File: config.mk
export PLATFORM = sky130hd
export DESIGN_NAME = reset_cause_and_release_sequencer
export DESIGN_NICKNAME = d
export VERILOG_FILES = /design/src/core/rst_seq_pkg.sv /design/src/core/reset_cause_and_release_sequencer.sv
export SDC_FILE = /design/constraint.sdc
export NUM_CORES = 1
export LEC_CHECK = 0
export ABC_AREA = 1
export BUFFER_PORTS_ARGS = -buffer_cell sky130_fd_sc_hd__buf_2
export CORE_UTILIZATION = 39
export CTS_BUF_LIST = sky130_fd_sc_hd__clkbuf_4 sky130_fd_sc_hd__clkbuf_8 sky130_fd_sc_hd__clkbuf_16
export DETAILED_ROUTE_END_ITERATION = 8
export GPL_TIMING_DRIVEN = 0
export HOLD_SLACK_MARGIN = 0.1
export PLACE_DENSITY = 0.62
export SYNTH_ARGS = -nofsm -noshare
export SYNTH_HDL_FRONTEND = slang
export SYNTH_SLANG_ARGS = --single-unit
File: constraint.sdc
create_clock -name core_clk -period 1.9 [get_ports core_clk]
set_input_delay 0.285 -clock core_clk [delete_from_list [all_inputs] [get_ports core_clk]]
set_output_delay 0.285 -clock core_clk [all_outputs]
set_load 0.05 [all_outputs]
File: src/core/rst_seq_pkg.sv
/*
 * constants and carrier types for the reset cause and release sequencer.
 * assumes a 100 MHz core clock; delay counts derive from that rate.
 */
`default_nettype none
package rst_seq_pkg;
	localparam int CLK_MHZ             = 100;
	localparam int BIAS_SETTLE_US      = 10;
	localparam int MON_SETTLE_US       = 100;
	localparam int PWRUP_4_MS          = 4;
	localparam int PWRUP_16_MS         = 16;
	localparam int PWRUP_64_MS         = 64;
	localparam int BIAS_SETTLE_CYC     = BIAS_SETTLE_US * CLK_MHZ;
	localparam int MON_SETTLE_CYC      = MON_SETTLE_US * CLK_MHZ;
	localparam int PWRUP_4_CYC         = PWRUP_4_MS * 1000 * CLK_MHZ;
	localparam int PWRUP_16_CYC        = PWRUP_16_MS * 1000 * CLK_MHZ;
	localparam int PWRUP_64_CYC        = PWRUP_64_MS * 1000 * CLK_MHZ;
	localparam int CNT_W               = 24;
	localparam logic [23:0] VEC_RESET  = 24'h000000;
	localparam logic [23:0] VEC_TRAP   = 24'h000004;
	localparam logic [23:0] PC_STEP    = 24'h000002;
	// power-up delay fuse encodings
	localparam logic [1:0] PWRUP_NONE  = 2'h0;
	localparam logic [1:0] PWRUP_4     = 2'h1;
	localparam logic [1:0] PWRUP_16    = 2'h2;
	localparam logic [1:0] PWRUP_64    = 2'h3;
	// brown-out trip level encodings; 2'h3 is not valid
	localparam logic [1:0] BO_LVL_LOW  = 2'h0;
	localparam logic [1:0] BO_LVL_MID  = 2'h1;
	localparam logic [1:0] BO_LVL_HIGH = 2'h2;
	// oscillator group fuse value meaning the fast internal osc
	localparam logic [1:0] OSC_GRP_FAST_INT = 2'h2;
	localparam int OSC_LOCK_BIT        = 5;

	typedef struct packed {
		logic trap_conflict;
		logic illegal_op;
		logic pin_reset;
		logic software_reset;
		logic watchdog_timeout;
		logic idle;
		logic sleep;
		// brownout must sit at bit 1 of the cause word
		logic brownout;
		logic power_on;
	} cause_flags_t;

	localparam cause_flags_t FLAGS_RST = '0;

	typedef struct packed {
		logic [1:0] osc_group_fuse;
		logic [3:0] primary_osc_fuse;
		logic [1:0] power_up_timer;
		logic [1:0] bo_level;
		logic       clock_fail_monitor;
		logic       crystal_mode;
		logic       pll_used;
	} cfg_fuses_t;
endpackage
`default_nettype wire

File: src/core/reset_cause_and_release_sequencer.sv
/*
 * reset release sequencing, reset cause flags and vector selection.
 * assumes reset sources are one-cycle pulses synchronous to core_clk,
 * and that oscillator status and fuses are stable levels on this clock.
 */
`timescale 1ns/1ps
`default_nettype none
module reset_cause_and_release_sequencer
	import rst_seq_pkg::*;
#(
	parameter int BIAS_CYC  = BIAS_SETTLE_CYC,
	parameter int MON_CYC   = MON_SETTLE_CYC,
	parameter int PWR4_CYC  = PWRUP_4_CYC,
	parameter int PWR16_CYC = PWRUP_16_CYC,
	parameter int PWR64_CYC = PWRUP_64_CYC
) (
	input  wire logic                      core_clk,
	input  wire logic                      sys_rst,
	input  wire rst_seq_pkg::cfg_fuses_t   cfg,
	input  wire logic                      power_on_evt,
	input  wire logic                      brownout_trip,
	input  wire logic                      brownout_en,
	input  wire logic                      master_clear_pin,
	input  wire logic                      sw_reset_evt,
	input  wire logic                      watchdog_timeout,
	input  wire logic                      trap_conflict_evt,
	input  wire logic                      illegal_op_evt,
	input  wire logic                      irq_wake,
	input  wire logic [23:0]               irq_vector,
	input  wire logic [23:0]               cur_pc,
	input  wire logic                      in_sleep,
	input  wire logic                      in_idle,
	input  wire logic                      osc_running,
	input  wire logic                      osc_startup_timer_done,
	input  wire logic [15:0]               osc_control_reg,
	input  wire logic                      first_quarter_phase,
	input  wire logic                      flags_wr,
	input  wire rst_seq_pkg::cause_flags_t flags_wdata,
	output logic                           internal_system_reset,
	output logic                           clk_fail_trap,
	output logic                           sel_fast_internal_osc,
	output logic [1:0]                     osc_group_sel,
	output logic                           pc_load,
	output logic [23:0]                    pc_value,
	output rst_seq_pkg::cause_flags_t      reset_cause_reg,
	output logic                           bo_level_bad
);
	import rst_seq_pkg::*;

	typedef enum {ST_RUN, ST_DELAY, ST_CLKWAIT, ST_QWAIT} seq_state_t;

	seq_state_t        state_ff;
	logic [CNT_W-1:0]  bias_cnt_ff;
	logic [CNT_W-1:0]  pwr_cnt_ff;
	logic              delay_run_ff;
	logic              trap_vec_ff;
	logic [CNT_W-1:0]  pwr_load;
	logic              bo_evt;
	logic              clk_ready;
	logic              any_reset;
	logic              delays_done;

	// brown-out detection is not gated by sleep or idle
	assign bo_evt = brownout_en & brownout_trip;
	assign any_reset = power_on_evt | bo_evt | master_clear_pin |
		sw_reset_evt | watchdog_timeout & ~in_sleep | trap_conflict_evt |
		illegal_op_evt;
	// crystal needs its start-up timer, pll needs lock
	assign clk_ready = osc_running &
		(~cfg.crystal_mode | osc_startup_timer_done) &
		(~cfg.pll_used | osc_control_reg[OSC_LOCK_BIT]);
	assign delays_done = bias_cnt_ff == '0 && pwr_cnt_ff == '0;

	always_comb begin
		case (cfg.power_up_timer)
		PWRUP_4:  pwr_load = CNT_W'(PWR4_CYC);
		PWRUP_16: pwr_load = CNT_W'(PWR16_CYC);
		PWRUP_64: pwr_load = CNT_W'(PWR64_CYC);
		// zero delay with a crystal still lets the monitor settle
		default:  pwr_load = cfg.crystal_mode ? CNT_W'(MON_CYC) : '0;
		endcase
	end

	// delay counters run beside clock start-up, not after it
	always_ff @(posedge core_clk) begin
		if (sys_rst) begin
			bias_cnt_ff <= '0;
			pwr_cnt_ff  <= '0;
		end else if (power_on_evt | bo_evt) begin
			bias_cnt_ff <= CNT_W'(BIAS_CYC);
			pwr_cnt_ff  <= pwr_load;
		end else begin
			// power-up delay starts only once the bias delay is over
			if (bias_cnt_ff != '0)
				bias_cnt_ff <= bias_cnt_ff - 1'b1;
			else if (pwr_cnt_ff != '0)
				pwr_cnt_ff <= pwr_cnt_ff - 1'b1;
		end
	end

	always_ff @(posedge core_clk) begin
		if (sys_rst) begin
			state_ff <= ST_DELAY;
			delay_run_ff <= 1'b0;
		end else if (any_reset) begin
			state_ff <= ST_DELAY;
			delay_run_ff <= power_on_evt | bo_evt;
		end else begin
			case (state_ff)
			ST_DELAY: begin
				if (!delay_run_ff || delays_done) begin
					if (cfg.clock_fail_monitor || clk_ready)
						state_ff <= ST_QWAIT;
					else
						state_ff <= ST_CLKWAIT;
				end
			end
			ST_CLKWAIT: begin
				if (clk_ready)
					state_ff <= ST_QWAIT;
			end
			ST_QWAIT: begin
				if (first_quarter_phase)
					state_ff <= ST_RUN;
			end
			ST_RUN: state_ff <= ST_RUN;
			default: state_ff <= ST_DELAY;
			endcase
		end
	end

	// the reset output is a flop decoded ahead of state, so it drops on the same edge that state enters ST_RUN
	always_ff @(posedge core_clk) begin
		if (sys_rst)
			internal_system_reset <= 1'b1;
		else
			internal_system_reset <= any_reset ||
				!(state_ff == ST_QWAIT && first_quarter_phase ||
				state_ff == ST_RUN);
	end

	// trap decision taken when the delays end with the monitor on
	always_ff @(posedge core_clk) begin
		if (sys_rst) begin
			trap_vec_ff <= 1'b0;
			clk_fail_trap <= 1'b0;
			sel_fast_internal_osc <= 1'b0;
		end else begin
			clk_fail_trap <= 1'b0;
			if (any_reset) begin
				trap_vec_ff <= 1'b0;
				if (power_on_evt | bo_evt)
					sel_fast_internal_osc <= 1'b0;
			end else if (state_ff == ST_DELAY && (!delay_run_ff || delays_done)
				&& cfg.clock_fail_monitor && !clk_ready) begin
				trap_vec_ff <= 1'b1;
				sel_fast_internal_osc <= 1'b1;
			end else if (state_ff == ST_QWAIT && first_quarter_phase
				&& trap_vec_ff) begin
				clk_fail_trap <= 1'b1;
			end
		end
	end

	// clock source reselected from fuses on power-on and brown-out
	always_ff @(posedge core_clk) begin
		if (sys_rst)
			osc_group_sel <= 2'h0;
		else if (power_on_evt | bo_evt)
			osc_group_sel <= cfg.osc_group_fuse;
		else if (state_ff == ST_DELAY && (!delay_run_ff || delays_done)
			&& cfg.clock_fail_monitor && !clk_ready)
			osc_group_sel <= OSC_GRP_FAST_INT;
	end

	always_ff @(posedge core_clk) begin
		if (sys_rst)
			bo_level_bad <= 1'b0;
		else
			bo_level_bad <= cfg.bo_level != BO_LVL_LOW &&
				cfg.bo_level != BO_LVL_MID &&
				cfg.bo_level != BO_LVL_HIGH;
	end

	// vector selection; wake-ups load at once, resets at release
	always_ff @(posedge core_clk) begin
		if (sys_rst) begin
			pc_load  <= 1'b0;
			pc_value <= VEC_RESET;
		end else begin
			pc_load <= 1'b0;
			if (state_ff == ST_QWAIT && first_quarter_phase && !any_reset) begin
				pc_load  <= 1'b1;
				pc_value <= trap_vec_ff ? VEC_TRAP : VEC_RESET;
			end else if (!any_reset && watchdog_timeout && in_sleep) begin
				pc_load  <= 1'b1;
				pc_value <= cur_pc + PC_STEP;
			end else if (!any_reset && irq_wake && in_sleep) begin
				pc_load  <= 1'b1;
				pc_value <= irq_vector;
			end
		end
	end

	// hardware events are applied after the software write so they win
	always_ff @(posedge core_clk) begin
		if (sys_rst) begin
			reset_cause_reg <= FLAGS_RST;
		end else begin
			cause_flags_t f;
			f = flags_wr ? flags_wdata : reset_cause_reg;
			if (power_on_evt) begin
				f = FLAGS_RST;
				f.power_on = 1'b1;
				f.brownout = 1'b1;
			end else if (bo_evt) begin
				f.brownout = 1'b1;
				f.power_on = 1'b0;
			end else begin
				if (master_clear_pin) begin
					f.pin_reset = 1'b1;
					f.software_reset = 1'b0;
					f.watchdog_timeout = 1'b0;
					f.sleep = in_sleep;
					f.idle = in_idle;
				end else if (sw_reset_evt) begin
					f.software_reset = 1'b1;
					f.pin_reset = 1'b0;
					f.watchdog_timeout = 1'b0;
					f.idle = 1'b0;
					f.sleep = 1'b0;
				end else if (watchdog_timeout && !in_sleep) begin
					f.watchdog_timeout = 1'b1;
					f.pin_reset = 1'b0;
					f.software_reset = 1'b0;
					f.idle = 1'b0;
					f.sleep = 1'b0;
				end else if (watchdog_timeout) begin
					f.watchdog_timeout = 1'b1;
					f.sleep = 1'b1;
				end else if (irq_wake && in_sleep) begin
					f.sleep = 1'b1;
				end
				if (trap_conflict_evt)
					f.trap_conflict = 1'b1;
				if (illegal_op_evt)
					f.illegal_op = 1'b1;
			end
			reset_cause_reg <= f;
		end
	end

	property p_por_flags;
		@(posedge core_clk) disable iff (sys_rst)
		power_on_evt |=> reset_cause_reg.power_on && reset_cause_reg.brownout
			&& !reset_cause_reg.pin_reset && !reset_cause_reg.sleep;
	endproperty
	a_por_flags: assert property (p_por_flags)
		else $error("power-on flags wrong");

	property p_bor_flags;
		@(posedge core_clk) disable iff (sys_rst)
		bo_evt && !power_on_evt |=> reset_cause_reg.brownout
			&& !reset_cause_reg.power_on;
	endproperty
	a_bor_flags: assert property (p_bor_flags)
		else $error("brown-out flags wrong");

	property p_sw_flags;
		@(posedge core_clk) disable iff (sys_rst)
		sw_reset_evt && !power_on_evt && !bo_evt && !master_clear_pin
			|=> reset_cause_reg.software_reset && !reset_cause_reg.pin_reset;
	endproperty
	a_sw_flags: assert property (p_sw_flags)
		else $error("software reset flags wrong");

	property p_wdt_wake_pc;
		@(posedge core_clk) disable iff (sys_rst)
		watchdog_timeout && in_sleep && !any_reset
			|=> pc_load && pc_value == $past(cur_pc) + PC_STEP;
	endproperty
	a_wdt_wake_pc: assert property (p_wdt_wake_pc)
		else $error("watchdog wake vector wrong");

	property p_held_in_reset;
		@(posedge core_clk) disable iff (sys_rst)
		any_reset |=> internal_system_reset ##1 internal_system_reset;
	endproperty
	a_held_in_reset: assert property (p_held_in_reset)
		else $error("reset released too early");

	property p_frozen;
		@(posedge core_clk) disable iff (sys_rst)
		state_ff == ST_CLKWAIT && !clk_ready && !any_reset
			|=> internal_system_reset;
	endproperty
	a_frozen: assert property (p_frozen)
		else $error("left reset without a clock");

	property p_release_q1;
		@(posedge core_clk) disable iff (sys_rst)
		$fell(internal_system_reset) |-> $past(first_quarter_phase);
	endproperty
	a_release_q1: assert property (p_release_q1)
		else $error("release not on first quarter phase");

	property p_trap_vec;
		@(posedge core_clk) disable iff (sys_rst)
		clk_fail_trap |-> pc_load && pc_value == VEC_TRAP
			&& osc_group_sel == OSC_GRP_FAST_INT;
	endproperty
	a_trap_vec: assert property (p_trap_vec)
		else $error("clock trap vector or osc wrong");

	property p_trap_flag;
		@(posedge core_clk) disable iff (sys_rst)
		trap_conflict_evt && !power_on_evt |=> reset_cause_reg.trap_conflict;
	endproperty
	a_trap_flag: assert property (p_trap_flag)
		else $error("trap conflict flag not set");

	c_por_release: cover property (@(posedge core_clk) disable iff (sys_rst)
		power_on_evt ##[1:1000] $fell(internal_system_reset));
	c_clk_trap: cover property (@(posedge core_clk) disable iff (sys_rst)
		clk_fail_trap);
	c_irq_wake: cover property (@(posedge core_clk) disable iff (sys_rst)
		irq_wake && in_sleep && !any_reset);
endmodule // reset_cause_and_release_sequencer
`default_nettype wire

==> results of run 1 <==
## cells in the mapped netlist, types with 2 or more instances
cell type    n  area (um2)
buf_6        7        78.8
nor2_1     137         514
nor4_1       2        12.5
a21oi_2      2        17.5
and2_1       2        12.5
a21oi_1     57         285
o21ai_1     12        60.1
or2_2        2        12.5
nand3_2      2        20.0
nand2_4      2        22.5
dfxtp_1     92        1840
inv_1       89         334
xnor2_1     11        96.3
nand4_1     12        75.1
nand2_1    258         968
o211ai_1     3        22.5
o21bai_1     2        15.0
nor2_4       4        45.0
clkbuf_1     7        26.3
ha_1        13         163
xor2_1      12         105
nand3b_1     6        45.0
nand3_1     69         345
buf_2        6        30.0
buf_4        3        22.5
nor2_2      21         131
inv_2        8        30.0
o21ai_0     46         230
nand2_2     13        81.3
nor3_1      12        60.1
## area by class of cell
class / instances / area, um2 / share of cell area, %
plain buffers: 23 / 165 / 2.31
clock inverters: 6 / 47.5 / 0.664
well taps: 184 / 230 / 3.21
clock buffers: 10 / 239 / 3.34
inverters: 98 / 373 / 5.20
multi-input cells: 716 / 3590 / 50.1
flip-flops and latches: 92 / 1850 / 25.8
repair buffers: 126 / 666 / 9.29
diodes: 2 / 5.00 / 0.0699
## power by group
| part | switching [mW] | leakage, nW | internal (mW) |
|---|---|---|---|
| clock | 0.820 | 0.139 | 0.933 |
| combinational | 0.721 | 2.52 | 0.402 |
| sequential | 0.0837 | 0.753 | 2.01 |
| total | 1.62 | 3.41 | 3.34 |
## per-stage QoR
step / setup slack, ns / instances / instance area [um2]
floorplan: 0.293 / 929 / 5880
CTS: 0.00291 / 1248 / 6990
finish: 0.102 / 1257 / 7160
detailed placement: -0.0814 / 1232 / 6710
global placement: -0.0963 / 1232 / 6710
global route: -0.00483 / 1257 / 7160
## worst min-delay path, cell delays in order
cell	delay (ns)
buf_2	0.09
nand2_1	0.04
nor2_1	0.03
## how the worst min path moves through the flow
stage,startpoint,end
finish,cfg[3],bo_level_bad$_SDFF_PP0_
global placement,pc_value[10]$_SDFFE_PP0P_,pc_value[10]$_SDFFE_PP0P_
detailed placement,pc_value[7]$_SDFFE_PP0P_,pc_value[7]$_SDFFE_PP0P_
CTS,cfg[3],bo_level_bad$_SDFF_PP0_
floorplan,illegal_op_evt,reset_cause_reg[7]$_SDFF_PP0_
global route,cfg[3],bo_level_bad$_SDFF_PP0_
## repair_timing
action | 4_1_cts | 5_1_grt
gates resized for setup | 1 | 32
pin swaps | 0 | 8
setup endpoints to repair | 25 | 29
cloned | 0 | 1
buffers inserted | 0 | 6
## cell usage in the layout, fill, tap and decap left out, types with 2 or more instances in the layout
cell type and n:
buf_6 7, nand3_2 2, ha_1 11, xnor2_1 11, inv_6 2, clkinv_4 3
a21oi_2 2, o21ai_0 45, xor2_1 12, nand2_1 258, clkbuf_1 7, or2_2 2
nand3_1 69, nor2_4 7, clkbuf_16 10, diode_2 2, inv_2 12, nor3_2 2
nor3_1 11, a21oi_1 57, nand2_2 11, o21bai_1 2, nand2_4 3, nor2_2 27
o21ai_1 13, buf_4 8, dfxtp_1 89, inv_1 85, and2_1 2, nor2_1 128
o211ai_1 3, buf_2 125, dfxtp_2 2, nor4_1 2, nand4_1 12, nand3b_1 6
## logic make-up after synthesis
family,Yosys count
XOR/XNOR,23
AND/OR/NAND/NOR,547
adder cells (fa/ha/maj),13
multiplexers,1
buffers and inverters,121
AO/OA/AOI/OAI,132
flip-flops,92
## per-layer routing
layer | up-vias | GRT usage (%) | wire (um)
met2 | 166 | 36.9 | 7840
li1 | 3259 | - | -
met3 | 20 | 5.11 | 1050
met1 | 2724 | 29.8 | 8110
met5 | - | 0 | 11
met4 | 2 | 7.33 | 323
==> flow_metrics.env, run 1 <==
export IMPL_yosysSeqAreaShare_pct=31.3
export IMPL_wirelength_um=17300
export IMPL_setup_viol=0
export IMPL_fillCellCount=1537
export IMPL_root_buffer="clkbuf_16"
export IMPL_whs_ns=0.145
export IMPL_grt_pass1_wl_um=28400
export IMPL_power_total_mw=4.97
export IMPL_max_vdd_ir_drop_mv=0.532
export IMPL_critPathKind="register to register"
export IMPL_syn_area_um2=5880
export IMPL_power_leakage_nw=3.41
export IMPL_synth_top_family_by_area="simple AND/OR/NAND/NOR gates"
export IMPL_failed_checks="design-rule violations"
export IMPL_synth_compound_gate_area_share_pct=12.2
export IMPL_layout_min_cycle_time_ns=1.80
export IMPL_io_pins=143
export IMPL_synth_nets=1045
export IMPL_io_buffer_count=119
export IMPL_slowest_delay_ns=0.36
export IMPL_core_um2=14600
export IMPL_grt_pass1_vias=5727
export IMPL_tritoncts="yes"
export IMPL_synth_cells=929
export IMPL_r2r_start="bias_cnt_ff[0]$_SDFFE_PP0P_"
export IMPL_max_slew_margin_pct=58.0
export IMPL_die_width_um=125
export IMPL_synth_mux_area_share_pct=0.170
export IMPL_clk_latency_ns=0.35
export IMPL_gp_congestion=0.872
export IMPL_cts_hold_buffers=0
export IMPL_min_path_cells=3
export IMPL_cp_num_buf_inv=3
export IMPL_timing_rr_end="pwr_cnt_ff[4]$_SDFFE_PP0P_"
export IMPL_r2r_cells=12
export IMPL_cp_common_cell="nor2_1"
export IMPL_cp_depth=12
export IMPL_slowest_stage="dfxtp_4"
export IMPL_finalHoldViolCount=0
export IMPL_max_cap_viol_count=0
export IMPL_crit_fanout=5
export IMPL_cp_data_arrival_time_ns=2.05
export IMPL_synth_cell_types=47
export IMPL_dominantRegCellSynth="dfxtp_1"
export IMPL_fp_dieH_um=125
export IMPL_htree_levels=3
export IMPL_finClkSkew_ns=0.0109
export IMPL_postRouteAntennaNets=0
export IMPL_nets=1182
export IMPL_rows=44
export IMPL_grt_antenna_before_repair=4
export IMPL_viasPerCell=4.91
export IMPL_crit_required_ns=2.15
export IMPL_power_density_nw_per_um2=693
export IMPL_cp_start_kind="register"
export IMPL_synth_edf_count=0
export IMPL_crit_path_start="bias_cnt_ff[0]$_SDFFE_PP0P_"
export IMPL_syn2layout_area_growth_pct=21.8
export IMPL_wl_per_cell_um=13.8
export IMPL_final_util_pct=48.9
export IMPL_crit_family="simple AND/OR/NAND/NOR gates"
export IMPL_worst_slew_pin_slew_ns=0.630
export IMPL_cts_buffer_depth=2
export IMPL_tns_ns=0
export IMPL_postSynthAreaPerCell_um2=6.33
export IMPL_timing_critical_path_to="pwr_cnt_ff[4]$_SDFFE_PP0P_"
export IMPL_via_count=6171
export IMPL_clk_pin_slew_ns=0.07
export IMPL_drive_gt1_share_pct=22.2
export IMPL_yosys_register_bits=92
export IMPL_outcome="complete, but fails checks"
export IMPL_die_area_um2=15600
export IMPL_grt_max_degree=17
export IMPL_fin_crit_sh_pct=94.6
export IMPL_min_delay_path_class="input port to register"
export IMPL_route_detailed_drc=2
export IMPL_first_iter_violations=487
export IMPL_post_dp_hpwl_um=13700
export IMPL_synth_simple_area_share_pct=41.2
export IMPL_cts_buffers=9
export IMPL_synthXorXnorAreaFrac_pct=3.42
export IMPL_reg_largest_list="bias_cnt_ff (24), pc_value (24), pwr_cnt_ff (24)"
export IMPL_overflow=0
export IMPL_clock_fmax_mhz=556
export IMPL_clock_sinks=92
export IMPL_yosysWarnings=0
export IMPL_slew_violations=0
export IMPL_synthAdderAreaFrac_pct=2.77
export IMPL_path_cells="inv_6, ha_4, nand2_1, nor3_2, nand3_2, inv_2, nand2_2, nand2_4, buf_8, nand2_8, nor2_1, nor2_1"
export IMPL_async_reset_ff_share_pct=0
export IMPL_regToRegSetupSlack_ns=0.10
export IMPL_end_kind="register"
export IMPL_start_util_pct=40.2
export IMPL_first_pass_iters=8
export IMPL_global_route_usage_total_pct=22.8
Note: power is estimated with default switching activity, not from simulation.
==> inputs of run 2 (changes only) <==
- GPL_TIMING_DRIVEN: 0 -> default
==> run 2 against run 1 <==
  * The run still ends with design-rule violations left
  * Critical path depth unchanged
  * Register-to-register slack about the same
  * Combinational power about the same
  * Sequential share of layout area down 0.12 points
  * Largest cell class unchanged
==> flow_metrics.env, run 2 (synthesis results as in run 1) <==
export IMPL_max_cap_viol_count=0
export IMPL_power_density_nw_per_um2=706
export IMPL_r2r_cells=12
export IMPL_regToRegSetupSlack_ns=0.11
export IMPL_worst_slew_pin_slew_ns=0.509
export IMPL_first_iter_violations=342
export IMPL_design_area_um2=7180
export IMPL_fp_dieH_um=125
export IMPL_postRouteAntennaNets=0
export IMPL_max_vdd_ir_drop_mv=0.473
export IMPL_finClkSkew_ns=0.00875
export IMPL_clk_pin_slew_ns=0.07
export IMPL_power_leakage_nw=3.46
export IMPL_overflow=0
export IMPL_place_area_um2=6780
export IMPL_nets=1188
export IMPL_timing_rr_end="pwr_cnt_ff[7]$_SDFFE_PP0P_"
export IMPL_die_width_um=125
export IMPL_layout_min_cycle_time_ns=1.79
export IMPL_critPathKind="register to register"
export IMPL_finalHoldViolCount=0
export IMPL_cp_data_arrival_time_ns=2.03
export IMPL_syn2layout_area_growth_pct=22.0
export IMPL_first_pass_iters=7
export IMPL_power_total_mw=5.07
export IMPL_setup_ws_ns=0.114
export IMPL_io_pins=143
export IMPL_min_from="cfg[3]"
export IMPL_clock_sinks=92
export IMPL_die_area_um2=15600
export IMPL_min_delay_path_class="input port to register"
export IMPL_final_cell_mix="nand2_1 (258), nor2_1 (136), buf_2 (123)"
export IMPL_route_detailed_drc=2
export IMPL_grt_antenna_before_repair=2
export IMPL_outcome="complete, but fails checks"
export IMPL_tns_ns=0
export IMPL_max_slew_margin_pct=66.0
export IMPL_crit_required_ns=2.14
export IMPL_grt_pass1_wl_um=28400
export IMPL_core_um2=14600
export IMPL_end_kind="register"
export IMPL_global_route_usage_total_pct=22.7
export IMPL_preCtsSetupSlack_ns=0.147
export IMPL_gp_congestion=0.884
export IMPL_slew_violations=0
export IMPL_rows=44
export IMPL_viasPerCell=4.90
export IMPL_root_buffer="clkbuf_16"
export IMPL_setup_viol=0
export IMPL_cts_buffers=9
export IMPL_r2r_start="bias_cnt_ff[1]$_SDFFE_PP0P_"
export IMPL_cp_start_kind="register"
export IMPL_post_dp_hpwl_um=13200
export IMPL_min_to="bo_level_bad$_SDFF_PP0_"
export IMPL_drive_gt1_share_pct=22.1
export IMPL_fin_crit_sh_pct=94.0
export IMPL_min_path_cells=3
export IMPL_grt_pass1_vias=5848
export IMPL_cts_buffer_depth=2
export IMPL_io_buffer_count=123
export IMPL_crit_fanout=5
export IMPL_failed_checks="design-rule violations"
export IMPL_grt_max_degree=26
export IMPL_reg_largest_list="bias_cnt_ff (24), pc_value (24), pwr_cnt_ff (24)"
export IMPL_tritoncts="yes"
export IMPL_via_count=6179
export IMPL_clk_latency_ns=0.35
export IMPL_clock_fmax_mhz=560
export IMPL_start_util_pct=40.2
export IMPL_layout_commonest_cell="nand2_1"
export IMPL_crit_path_start="bias_cnt_ff[1]$_SDFFE_PP0P_"
export IMPL_wirelength_um=17200
export IMPL_htree_levels=3
export IMPL_wl_per_cell_um=13.7
[run 2: cell count changes in the layout (fill, tap and decap cells not counted), sizes merged]
cell,before,now
inv,99,101
bufinv,0,1
clkinvlp,1,2
buf,141,153
diode,2,1
clkbuf,18,11
clkinv,4,0
[run 2: layout make-up]
class | count | area, um2
Clock inverter | 6 | 71.3
Sequential cell | 92 | 1840
Fill cell | 1579 | 7470
Multi-Input combinational cell | 716 | 3530
Timing Repair Buffer | 155 | 903
Antenna cell | 1 | 2.50
Inverter | 98 | 368
Tap cell | 184 | 230
Clock buffer | 9 | 225
[run 2: worst max-delay path by stage]
stage | to | slack (ns)
final | pwr_cnt_ff[7]$_SDFFE_PP0P_ | 0.11
after CTS | pwr_cnt_ff[7]$_SDFFE_PP0P_ | 0.12
after global routing | pwr_cnt_ff[8]$_SDFFE_PP0P_ | -0.003
after floorplan | pwr_cnt_ff[12]$_SDFFE_PP0P_ | 0.29
after global placement | pwr_cnt_ff[7]$_SDFFE_PP0P_ | 0.17
after detailed placement | clk_fail_trap$_SDFF_PP0_ | 0.15
[run 2: stage by stage]
stage,hold slack [ns],cells,util (%)
floorplan,0.398,929,-
global placement,0.449,1239,46.3
detailed placement,0.453,1239,46.3
CTS,0.134,1254,48.3
global route,0.157,1261,49.0
finish,0.152,1261,49.0
[run 2: worst max-delay path: stages, from the launching register on]
cell	delay, ns
dfxtp_2	0.33
inv_2	0.06
ha_2	0.19
nand2_1	0.07
nor3_2	0.20
nand3_2	0.17
inv_2	0.09
nand2_2	0.07
nand2_4	0.12
buf_12	0.14
nand2_2	0.07
nor2_1	0.10
nor2_1	0.06
[run 2: where the power goes]
group | internal [mW] | leakage [nW] | switching [mW] | total, mW
Sequential | 2.01 | 0.751 | 0.0787 | 2.09
Combinational | 0.429 | 2.57 | 0.714 | 1.14
Clock | 1.03 | 0.139 | 0.813 | 1.84
Total | 3.46 | 3.46 | 1.61 | 5.07
[run 2: repair_timing]
action	CTS	global route
gates resized for setup	0	10
endpoints found under the setup margin	0	19
setup buffers	0	4
hold buffers	0	0
[run 2: per-layer routing]
metal  wire (um)  share of wire [%]  global-route usage (%)
met1        8000                 46                    29.0
met2        7750                 45                    37.3
met3        1150                6.7                    5.80
met4         320                1.9                    7.04
met5           0                  0                       0
